[src/core/hpi_pkg.sv]
// Package with constants and rule notes for the host port interrupt latch block
// Notes on behaviour
// - Input-full request A is raised while its enable is 1 and input register A holds unread host data.
// - Input-full request B is raised while its enable is 1 and input register B holds unread host data.
// - The three port four bits act as host request latches only while the host interface enable is 1.
// - Latch at bit 3 sets when the slave reads 0 then writes 1, clears on a slave write of 0 or a host read of output register B.
// - Latch at bit 4 sets when the slave reads 0 then writes 1, clears on a slave write of 0 or a host read of output register A.
// - Latch at bit 5 sets when the slave reads 0 then writes 1, clears on a slave write of 0 or a host read of output register A.
// - A host output read clears latches when the read strobe falls with the chip select and address bit low.
// - Host and slave never access the same data register at once, since that corrupts the data.
// - A host read with address bit 0 returns the output register, with address bit 1 the status register.
package hpi_pkg;
	localparam int HPI_DW = 8;
	localparam int HPI_BIT_B = 3;
	localparam int HPI_BIT_A0 = 4;
	localparam int HPI_BIT_A1 = 5;
	localparam logic [7:0] HPI_PORT_RST = 8'h00;
	localparam logic [2:0] HPI_LATCH_RST = 3'h0;
	localparam logic [2:0] HPI_SYNC_RST = 3'h7;
endpackage

[src/core/hpi_link_if.sv]
// Interface carrying synchronised host strobes between top and edge detector
`timescale 1ns/1ps
`default_nettype none
interface hpi_link_if;
	logic read_a;
	logic read_b;
	modport src (output read_a, output read_b);
	modport dst (input read_a, input read_b);
endinterface
`default_nettype wire

[src/core/hpi_irq_latch.sv]
// Top: input-full requests to slave CPU and host request latches in port four
`timescale 1ns/1ps
`default_nettype none
module hpi_irq_latch
	import hpi_pkg::*;
(
	input wire logic I_CORE_CLK,
	input wire logic I_RSTN,
	input wire logic I_CE,
	input wire logic I_INPUT_FULL_IRQ_EN_A,
	input wire logic I_INPUT_FULL_IRQ_EN_B,
	input wire logic I_HOST_IN_REG_A_FULL,
	input wire logic I_HOST_IN_REG_B_FULL,
	input wire logic I_HOST_IFACE_ENABLE,
	input wire logic I_PORT_WR,
	input wire logic [HPI_DW-1:0] I_PORT_WDATA,
	input wire logic I_PORT_RD,
	input wire logic I_HOST_SELECT_A_N,
	input wire logic I_HOST_SELECT_B_N,
	input wire logic I_HOST_ADDR_BIT,
	input wire logic I_HOST_READ_STROBE_N,
	output logic O_INPUT_FULL_IRQ_A,
	output logic O_INPUT_FULL_IRQ_B,
	output logic [HPI_DW-1:0] O_PORT_RDATA,
	output logic O_HOST_REQ_LATCH_B,
	output logic O_HOST_REQ_LATCH_A0,
	output logic O_HOST_REQ_LATCH_A1
);
	typedef struct packed {
		logic irq_a;
		logic irq_b;
		logic [HPI_DW-1:0] port;
		logic [HPI_DW-1:0] rdata;
		logic [HPI_DW-1:0] seen0;
	} hpi_state_t;
	hpi_state_t cur;
	hpi_state_t next_cur;
	hpi_link_if link ();
	hpi_host_decode u_dec (
		.i_clk(I_CORE_CLK),
		.i_rstn(I_RSTN),
		.i_ce(I_CE),
		.i_sel_a_n(I_HOST_SELECT_A_N),
		.i_sel_b_n(I_HOST_SELECT_B_N),
		.i_addr(I_HOST_ADDR_BIT),
		.i_rd_n(I_HOST_READ_STROBE_N),
		.link(link.src)
	);
	always_comb
	begin
		next_cur = cur;
		next_cur.irq_a = I_INPUT_FULL_IRQ_EN_A & I_HOST_IN_REG_A_FULL;
		next_cur.irq_b = I_INPUT_FULL_IRQ_EN_B & I_HOST_IN_REG_B_FULL;
		if (I_PORT_RD)
		begin
			next_cur.rdata = cur.port;
			// Remember bits read as 0 so a later write of 1 may set them
			next_cur.seen0 = ~cur.port;
		end
		if (I_PORT_WR)
		begin
			for (int i = 0; i < HPI_DW; i++)
			begin
				if (!I_PORT_WDATA[i])
				begin
					next_cur.port[i] = 1'b0;
				end
				// With the interface enabled, only the three latch bits need the read-0 first; others are plain storage
				else if (cur.seen0[i] || !I_HOST_IFACE_ENABLE || (i != HPI_BIT_B
					&& i != HPI_BIT_A0 && i != HPI_BIT_A1))
				begin
					next_cur.port[i] = 1'b1;
				end
			end
			next_cur.seen0 = '0;
		end
		// Host read clears only in slave mode; slave set is lost if same cycle
		if (I_HOST_IFACE_ENABLE)
		begin
			if (link.read_b)
			begin
				next_cur.port[HPI_BIT_B] = 1'b0;
			end
			if (link.read_a)
			begin
				next_cur.port[HPI_BIT_A0] = 1'b0;
				next_cur.port[HPI_BIT_A1] = 1'b0;
			end
		end
	end
	always_ff @(posedge I_CORE_CLK or negedge I_RSTN)
	begin
		if (!I_RSTN)
		begin
			cur <= '{irq_a: 1'b0, irq_b: 1'b0, port: HPI_PORT_RST, rdata: HPI_PORT_RST,
				seen0: HPI_PORT_RST};
		end
		else if (I_CE)
		begin
			cur <= next_cur;
		end
	end
	assign O_INPUT_FULL_IRQ_A = cur.irq_a;
	assign O_INPUT_FULL_IRQ_B = cur.irq_b;
	assign O_PORT_RDATA = cur.rdata;
	// Latch pins follow the port bits in every mode
	assign O_HOST_REQ_LATCH_B = cur.port[HPI_BIT_B];
	assign O_HOST_REQ_LATCH_A0 = cur.port[HPI_BIT_A0];
	assign O_HOST_REQ_LATCH_A1 = cur.port[HPI_BIT_A1];
endmodule
`default_nettype wire

[src/core/hpi_host_decode.sv]
// Synchroniser and falling-edge decoder for host output register reads
`timescale 1ns/1ps
`default_nettype none
module hpi_host_decode
	import hpi_pkg::*;
(
	input wire logic i_clk,
	input wire logic i_rstn,
	input wire logic i_ce,
	input wire logic i_sel_a_n,
	input wire logic i_sel_b_n,
	input wire logic i_addr,
	input wire logic i_rd_n,
	hpi_link_if.src link
);
	typedef struct packed {
		logic [2:0] s1;
		logic [2:0] s2;
		logic [2:0] s3;
		logic rd_a;
		logic rd_b;
	} hpi_dec_t;
	hpi_dec_t cur;
	hpi_dec_t next_cur;
	always_comb
	begin
		next_cur = cur;
		next_cur.s1 = {i_rd_n, i_sel_a_n | i_addr, i_sel_b_n | i_addr};
		next_cur.s2 = cur.s1;
		next_cur.s3 = cur.s2;
		// Strobe fall with select and address low; data read, not status
		next_cur.rd_a = cur.s3[2] & ~cur.s2[2] & ~cur.s2[1];
		next_cur.rd_b = cur.s3[2] & ~cur.s2[2] & ~cur.s2[0];
	end
	always_ff @(posedge i_clk or negedge i_rstn)
	begin
		if (!i_rstn)
		begin
			cur <= '{s1: HPI_SYNC_RST, s2: HPI_SYNC_RST, s3: HPI_SYNC_RST, rd_a: 1'b0, rd_b: 1'b0};
		end
		else if (i_ce)
		begin
			cur <= next_cur;
		end
	end
	assign link.read_a = cur.rd_a;
	assign link.read_b = cur.rd_b;
endmodule
`default_nettype wire

[config.mk]
export PLATFORM = sky130hd
export DESIGN_NAME = hpi_irq_latch
export DESIGN_NICKNAME = d
export VERILOG_FILES = /design/src/core/hpi_pkg.sv /design/src/core/hpi_link_if.sv /design/src/core/hpi_irq_latch.sv /design/src/core/hpi_host_decode.sv
export SDC_FILE = /design/constraint.sdc
export NUM_CORES = 1
export LEC_CHECK = 0
export BUFFER_PORTS_ARGS = -buffer_cell sky130_fd_sc_hd__buf_2
export CAP_MARGIN = 30
export CORE_ASPECT_RATIO = 0.9
export CORE_MARGIN = 3
export CORE_UTILIZATION = 25
export DETAILED_ROUTE_END_ITERATION = 10
export HOLD_SLACK_MARGIN = 0.08
export PLACE_DENSITY = 0.42
export SYNTH_ARGS = -nofsm -noshare
export SYNTH_HDL_FRONTEND = slang
export SYNTH_SLANG_ARGS = --single-unit
[constraint.sdc]
create_clock -name I_CORE_CLK -period 2.2 [get_ports I_CORE_CLK]
set_input_delay 0.11 -clock I_CORE_CLK [delete_from_list [all_inputs] [get_ports I_CORE_CLK]]
set_output_delay 0.11 -clock I_CORE_CLK [all_outputs]
set_load 0.03 [all_outputs]
==> results of run 1 <==
==> worst min-delay path by stage <==
stage	depth (start not counted)	slack (ns)	startpoint	endpoint
final	3	0.09	I_HOST_ADDR_BIT	u_dec.cur[8]
after global placement	1	0.18	I_RSTN	O_INPUT_FULL_IRQ_A
after floorplan	0	-0.19	I_RSTN	O_HOST_REQ_LATCH_A0
after global routing	2	0.1	I_PORT_WDATA[5]	O_HOST_REQ_LATCH_A1
after detailed placement	1	0.19	I_RSTN	cur[23]
after CTS	3	0.09	I_HOST_ADDR_BIT	u_dec.cur[8]
==> flip-flops by register name, summed over array words and instances (netlist names) <==
name,cells
cur,8
u_dec.link.read_a,1
u_dec.link.read_b,1
O_INPUT_FULL_IRQ_A,1
O_HOST_REQ_LATCH_B,1
O_INPUT_FULL_IRQ_B,1
O_PORT_RDATA,8
u_dec.cur,7
O_HOST_REQ_LATCH_A1,1
O_HOST_REQ_LATCH_A0,1
==> routing by layer <==
| metal | GRT usage (%) | part of all wire [%] |
|---|---|---|
| met4 | 4.98 | 2.4 |
| met1 | 11.1 | 45 |
| met3 | 4.19 | 7.0 |
| met5 | 0 | 0 |
| met2 | 13.4 | 46 |
==> worst min-delay path: cells and delay by family <==
| family | cells | cell delay, ns |
|---|---|---|
| and+or+nand+nor | 1 | 0.09 |
| buffers and inverters | 1 | 0.10 |
| AOI/OAI and AO/OA | 1 | 0.07 |
==> synth_stat cells <==
library cell,instances,area [um^2]
a21oi_1,5,25.0
buf_2,1,5.00
buf_4,8,60.1
buf_6,3,33.8
dfrtp_1,23,576
dfstp_2,7,184
inv_1,6,22.5
mux2_2,6,67.6
mux2_4,12,180
nand2_1,2,7.51
nand2_2,2,12.5
nand2b_1,1,6.26
nand3_1,4,20.0
nor2_1,5,18.8
o21ai_0,5,25.0
o221a_2,3,33.8
o31ai_1,5,37.5
==> power groups by stage <==
| stage | sequential [W] | combinational (W) | clock (W) |
|---|---|---|---|
| after detailed placement | 0.000720 | 0.000348 | 0 |
| after floorplan | 0.000733 | 0.000280 | 0 |
| after global routing | 0.000723 | 0.000388 | 0.000499 |
| final | 0.000709 | 0.000360 | 0.000453 |
| after CTS | 0.000711 | 0.000366 | 0.000476 |
| after global placement | 0.000718 | 0.000343 | 0 |
==> cell type report <==
type,count,area share [%]
Clock inverter,2,0.735
Timing Repair Buffer,48,18.2
Multi-Input combinational cell,50,25.5
Clock buffer,6,4.85
Inverter,6,1.32
Sequential cell,30,44.6
Tap cell,65,4.78
==> metrics by stage <==
stage	hold slack (ns)	cells	utilization, %	power (W)	setup slack, ns
detailed placement	0.186	185	29.6	0.00107	0.968
global placement	0.180	185	29.6	0.00106	1.01
global route	0.0991	207	34.4	0.00161	0.848
CTS	0.0857	207	34.4	0.00155	0.920
floorplan	-0.186	98	-	0.00101	1.29
finish	0.0942	207	34.4	0.00152	0.913
==> cells by family after synthesis <==
family          count (synthesis)  synth area share [%]
flops                          30                  57.8
buf+inv                        18                  9.23
compound gates                 18                  9.23
mux                            18                  18.8
simple gates                   14                  4.95
==> summary.txt, run 1 <==
GRT
  – First-pass GRT wire length: 4060 um
  – Number of global-route vias before repair: 879
  – Largest net degree at the start of global routing: 31
  – Gr ovfl total: 0
  – Initial antenna violation count: 0
  – Overall Global Routing Usage: 9.12%

Cells and area
  – FF+latch area: 759 um^2
  – Post-route cell area: 1700 um^2
  – Most common cell after layout, fill and taps aside: buf_2
  – # diodes: 0
  – Layout cells sized above 1: 50.7%
  – Area growth syn-to-layout: 29.5%
  – Multi-input logic area: 434 um^2
  – Fill count: 512
  – Most frequent cells in the layout: buf_2 (34), dfrtp_1 (23), dlygate4sd3_1 (14), mux2_4 (12), dfstp_2 (7)
  – Nets: 163

Timing
  – RSZ-0062 raised after global routing: false
  – Slew @ Worst Pin: 0.655 ns
  – Worst Skew: 0.00246 ns
  – Setup TNS: 0 ns
  – Slew headroom: 56.3%
  – Ratio of final minimum period to clock period: 58.5%
  – Final Hold Fails: 0
  – Fmax: 0.777 GHz
  – Slew Viols, Final: 0
  – Final setup viols: 0
  – Crit path time final: 1.29 ns

Pwr
  – Internal: 0.00107 W
  – VDD IR max: 261 uV
  – Clock power share: 29.8%
  – PD cells: 894 nW/um^2
  – Sw power: 0.000451 W
  – Leakage: 0.792 nW
  – Sw frac: 29.6%
  – Flop pwr share: 46.6%
  – Gate power share: 23.7%

Placed design
  – GPL Wtd Cong: 0.713
  – Dpl cell area: 1470 um^2
  – Dpl hpwl: 1740 um
  – Port Buffers: 34

Clocking
  – Num Clock Sinks: 30
  – Root Buffer: clkbuf_8
  – CTS tree: built
  – CTS Hold Bufs: 14
  – TritonCTS buffer count: 5
  – Post-CTS Setup Inserts: 0
  – Clock latency at the later pin of the worst-skew pair: 0.28 ns
  – Clk pin slew, worst setup/hold paths: 0.06 ns
  – Post-CTS Resized: 0
  – H-Tree Depth: 2
  – Clock Path Buffers: 2

Setup path
  – CP top delay family: buffers and inverters
  – CP most frequent cell: dlygate4sd3_1
  – Register-to-Register Path Depth: 2
  – Kind of critical path: in2reg
  – CP Launch Point: I_HOST_IN_REG_A_FULL
  – CP startpoint kind: input port
  – R2R Path End: u_dec.link.read_b
  – RR Startpoint: u_dec.cur[4]
  – Req. time, crit path: 2.35 ns
  – Largest stage delay on the critical path: 0.54 ns
  – Cell Chain, Critical Path: dlygate4sd3_1 -> buf_2 -> nand3_1 -> dlygate4sd3_1 -> o21ai_0
  – Crit path max fanout: 1
  – WP buf/inv: 3
  – Crit path DAT: 1.44 ns
  – Worst path depth: 5
  – Critical Path End Type: flip-flop
  – Crit-path slowest cell: dlygate4sd3_1
  – R2r setup slk: 1.31 ns
  – Crit path to: O_INPUT_FULL_IRQ_A

Logic synthesis
  – Synth warn: 0
  – Synth Area per Inst: 13.4 um^2
  – Synth cell types: 17
  – Seq cells post-synth: 30
  – Post-Syn Instances: 98
  – Cell area after synthesis: 1320 um^2
  – Mapped Nets: 120
  – Register area share after synthesis: 57.8%

Detailed routing
  – Routed Antenna Nets: 0
  – DRC viols: 0
  – Pre-antenna DRT Iters: 4
  – Via count: 843
  – Post-DR wirelength/cell: 11.7 um
  – Vias per cell: 4.07
  – Initial DRC count: 30
  – DRT Wirelength: 2420 um

Floorplan
  – Die Ht: 74.8 um
  – Core ar.: 4950 um^2
  – Die Wd: 82.5 um
  – Ports: 35
  – Num rows: 24
  – DIE AREA: 6170 um^2
  – Initial Utilization: 26.5%

Min path
  – Type of the most critical hold path: in2reg

Job
  – Max-Cap Viols: 0

Status
  – Status: completed
No activity file was read; power rests on OpenSTA's default activity.
==> inputs of run 2 (changes only) <==
PLACE_DENSITY = 0.43   (was 0.42)
clock period = 1.15 ns   (was 2.2 ns; I/O delays follow)
==> run 2 against run 1 <==
  * Non-clock buffer count increased by 6
  * Combinational power increased by 98%
  * Critical endpoint is now O_HOST_REQ_LATCH_A0
  * Total power grew 92%
  * Wire length rose by 12%
  * Via count up 2.8%
  * Clock skew up 0.0032 ns
  * Cell area is 3.0% higher
  * Sequential power grew 92%
  * Sequential share of layout area fell by 1.3 points
  * Final cell count grew 2.9%
  * Worst setup slack worse by 0.74 ns
  * Core utilization rose by 1.0 points
==> summary.txt, run 2 (synthesis gave the netlist of run 1 again) <==
Status
  – Status: completed

Setup path
  – Crit path max fanout: 4 (+3)
  – RR Startpoint: u_dec.cur[4]
  – WP buf/inv: 1 (-2)
  – Worst path depth: 1 (-4)
  – Cell Chain, Critical Path: buf_2
  – Register-to-Register Path Depth: 2 (unchanged)
  – Crit-path slowest cell: dfrtp_1
  – Crit path DAT: 0.92 ns (-0.52 ns)
  – Kind of critical path: reg2out
  – CP top delay family: flip-flops
  – Largest stage delay on the critical path: 0.41 ns (-0.13 ns)
  – R2r setup slk: 0.23 ns (-1.08 ns)
  – Req. time, crit path: 1.09 ns (-1.26 ns)
  – CP startpoint kind: flip-flop
  – Critical Path End Type: output pin
  – R2R Path End: u_dec.link.read_b

Cells and area
  – Most common cell after layout, fill and taps aside: buf_2
  – # diodes: 0 (unchanged)
  – Fill count: 513 (+0.20%)
  – Most frequent cells in the layout: buf_2 (34), dfrtp_1 (23), dlygate4sd3_1 (18), mux2_4 (12), dfstp_2 (7)
  – Utilization after layout: 35.4% (+1.0 points)
  – Multi-input logic area: 434 um^2 (unchanged)
  – Layout cells sized above 1: 49.3% (-1.4 points)
  – Area growth syn-to-layout: 33.4%
  – FF+latch area: 759 um^2 (unchanged)
  – Nets: 169 (+3.7%)

Placed design
  – Dpl hpwl: 1830 um (+4.9%)
  – Port Buffers: 34 (unchanged)
  – GPL Wtd Cong: 0.763 (+7.0%)

GRT
  – Number of global-route vias before repair: 923 (+5.0%)
  – Largest net degree at the start of global routing: 31 (unchanged)
  – Gr ovfl total: 0 (unchanged)
  – Overall Global Routing Usage: 10.1% (+1.0 points)
  – First-pass GRT wire length: 4510 um (+11%)
  – Initial antenna violation count: 0 (unchanged)

Floorplan
  – Initial Utilization: 26.5% (unchanged)
  – Core ar.: 4950 um^2 (unchanged)
  – Die Ht: 74.8 um (unchanged)
  – DIE AREA: 6170 um^2 (unchanged)
  – Num rows: 24 (unchanged)
  – Die Wd: 82.5 um (unchanged)
  – Ports: 35 (unchanged)

Clocking
  – Post-CTS Resized: 0 (unchanged)
  – Clk pin slew, worst setup/hold paths: 0.06 ns (about the same)
  – CTS Hold Bufs: 18 (+4)
  – CTS tree: built
  – H-Tree Depth: 2 (unchanged)
  – Clock Path Buffers: 2 (unchanged)
  – Post-CTS Setup Inserts: 0 (unchanged)
  – Clock latency at the later pin of the worst-skew pair: 0.28 ns (about the same)
  – TritonCTS buffer count: 5 (unchanged)
  – Root Buffer: clkbuf_8
  – Num Clock Sinks: 30 (unchanged)

Timing
  – Fmax: 1.02 GHz
  – Final Hold Fails: 0 (unchanged)
  – Worst Skew: 0.00563 ns (+0.00318 ns)
  – Final setup viols: 0 (unchanged)
  – Ratio of final minimum period to clock period: 85.0%
  – Slew Viols, Final: 0 (unchanged)
  – Slew headroom: 73.9% (+18 points)
  – Slew @ Worst Pin: 0.391 ns (-0.264 ns)
  – Crit path time final: 0.977 ns
  – RSZ-0062 raised after global routing: false
  – Setup TNS: 0 ns (unchanged)

Min path
  – Type of the most critical hold path: in2reg
  – Hold depth: 3 (unchanged)
  – Hold EP: O_HOST_REQ_LATCH_B
  – Min-delay src: I_HOST_IFACE_ENABLE

Pwr
  – Leakage: 0.824 nW (+4.0%)
  – PD cells: 1670 nW/um^2 (+87%)
  – VDD IR max: 440 uV (+69%)
  – Power, Total: 0.00293 W (+92%)

Detailed routing
  – Routed Antenna Nets: 0 (unchanged)
  – DRC viols: 0 (unchanged)
  – DRT Wirelength: 2710 um (+12%)
  – Post-DR wirelength/cell: 12.7 um (+8.8%)
  – Vias per cell: 4.07 (about the same)
  – Via count: 867 (+2.8%)
  – Initial DRC count: 34 (+13%)
  – Pre-antenna DRT Iters: 4 (unchanged)

Job
  – Max-Cap Viols: 0 (unchanged)
-- run 2: worst max-delay path by stage --
stage | start | to | slack, ns
floorplan | O_HOST_REQ_LATCH_A0 | O_PORT_RDATA[4] | 0.24
global placement | I_CE | O_PORT_RDATA[7] | 0.20
finish | O_HOST_REQ_LATCH_A0 | O_HOST_REQ_LATCH_A0 | 0.17
global route | O_HOST_REQ_LATCH_B | O_HOST_REQ_LATCH_B | 0.13
detailed placement | I_CE | O_PORT_RDATA[7] | 0.19
CTS | O_HOST_REQ_LATCH_A0 | O_HOST_REQ_LATCH_A0 | 0.16
-- run 2: per-stage QoR --
stage                     cells  worst slack (ns)  area (um^2)  hold WS (ns)
final                       213             0.173         1750         0.137
after global routing        213             0.133         1750         0.155
after global placement      187             0.205         1480        0.0902
after CTS                   213             0.163         1750         0.131
after floorplan              98             0.237         1320        -0.238
after detailed placement    187             0.189         1480        0.0927
-- run 2: final cells by class --
cell class	count	area share, %
inverters	6	1.28
clock buffers	7	4.92
well taps	65	4.64
clock inverters	1	0.285
flip-flops and latches	30	43.3
multi-input cells	50	24.8
repair buffers	54	20.8
-- run 2: layer usage --
layer / vias to the layer above / track usage, % / wire [um]
met5: - / 0 / 0
met4: 0 / 5.17 / 65
met3: 6 / 3.95 / 168
met2: 21 / 15.1 / 1240
met1: 414 / 12.7 / 1240
li1: 426 / - / -
-- run 2: report_power, final --
part	switching, W	total (W)	leakage (nW)	internal, W
Sequential	0.000106	0.00136	0.356	0.00125
Combinational	0.000380	0.000712	0.420	0.000332
Clock	0.000376	0.000857	0.0482	0.000482
Total	0.000861	0.00293	0.824	0.00207
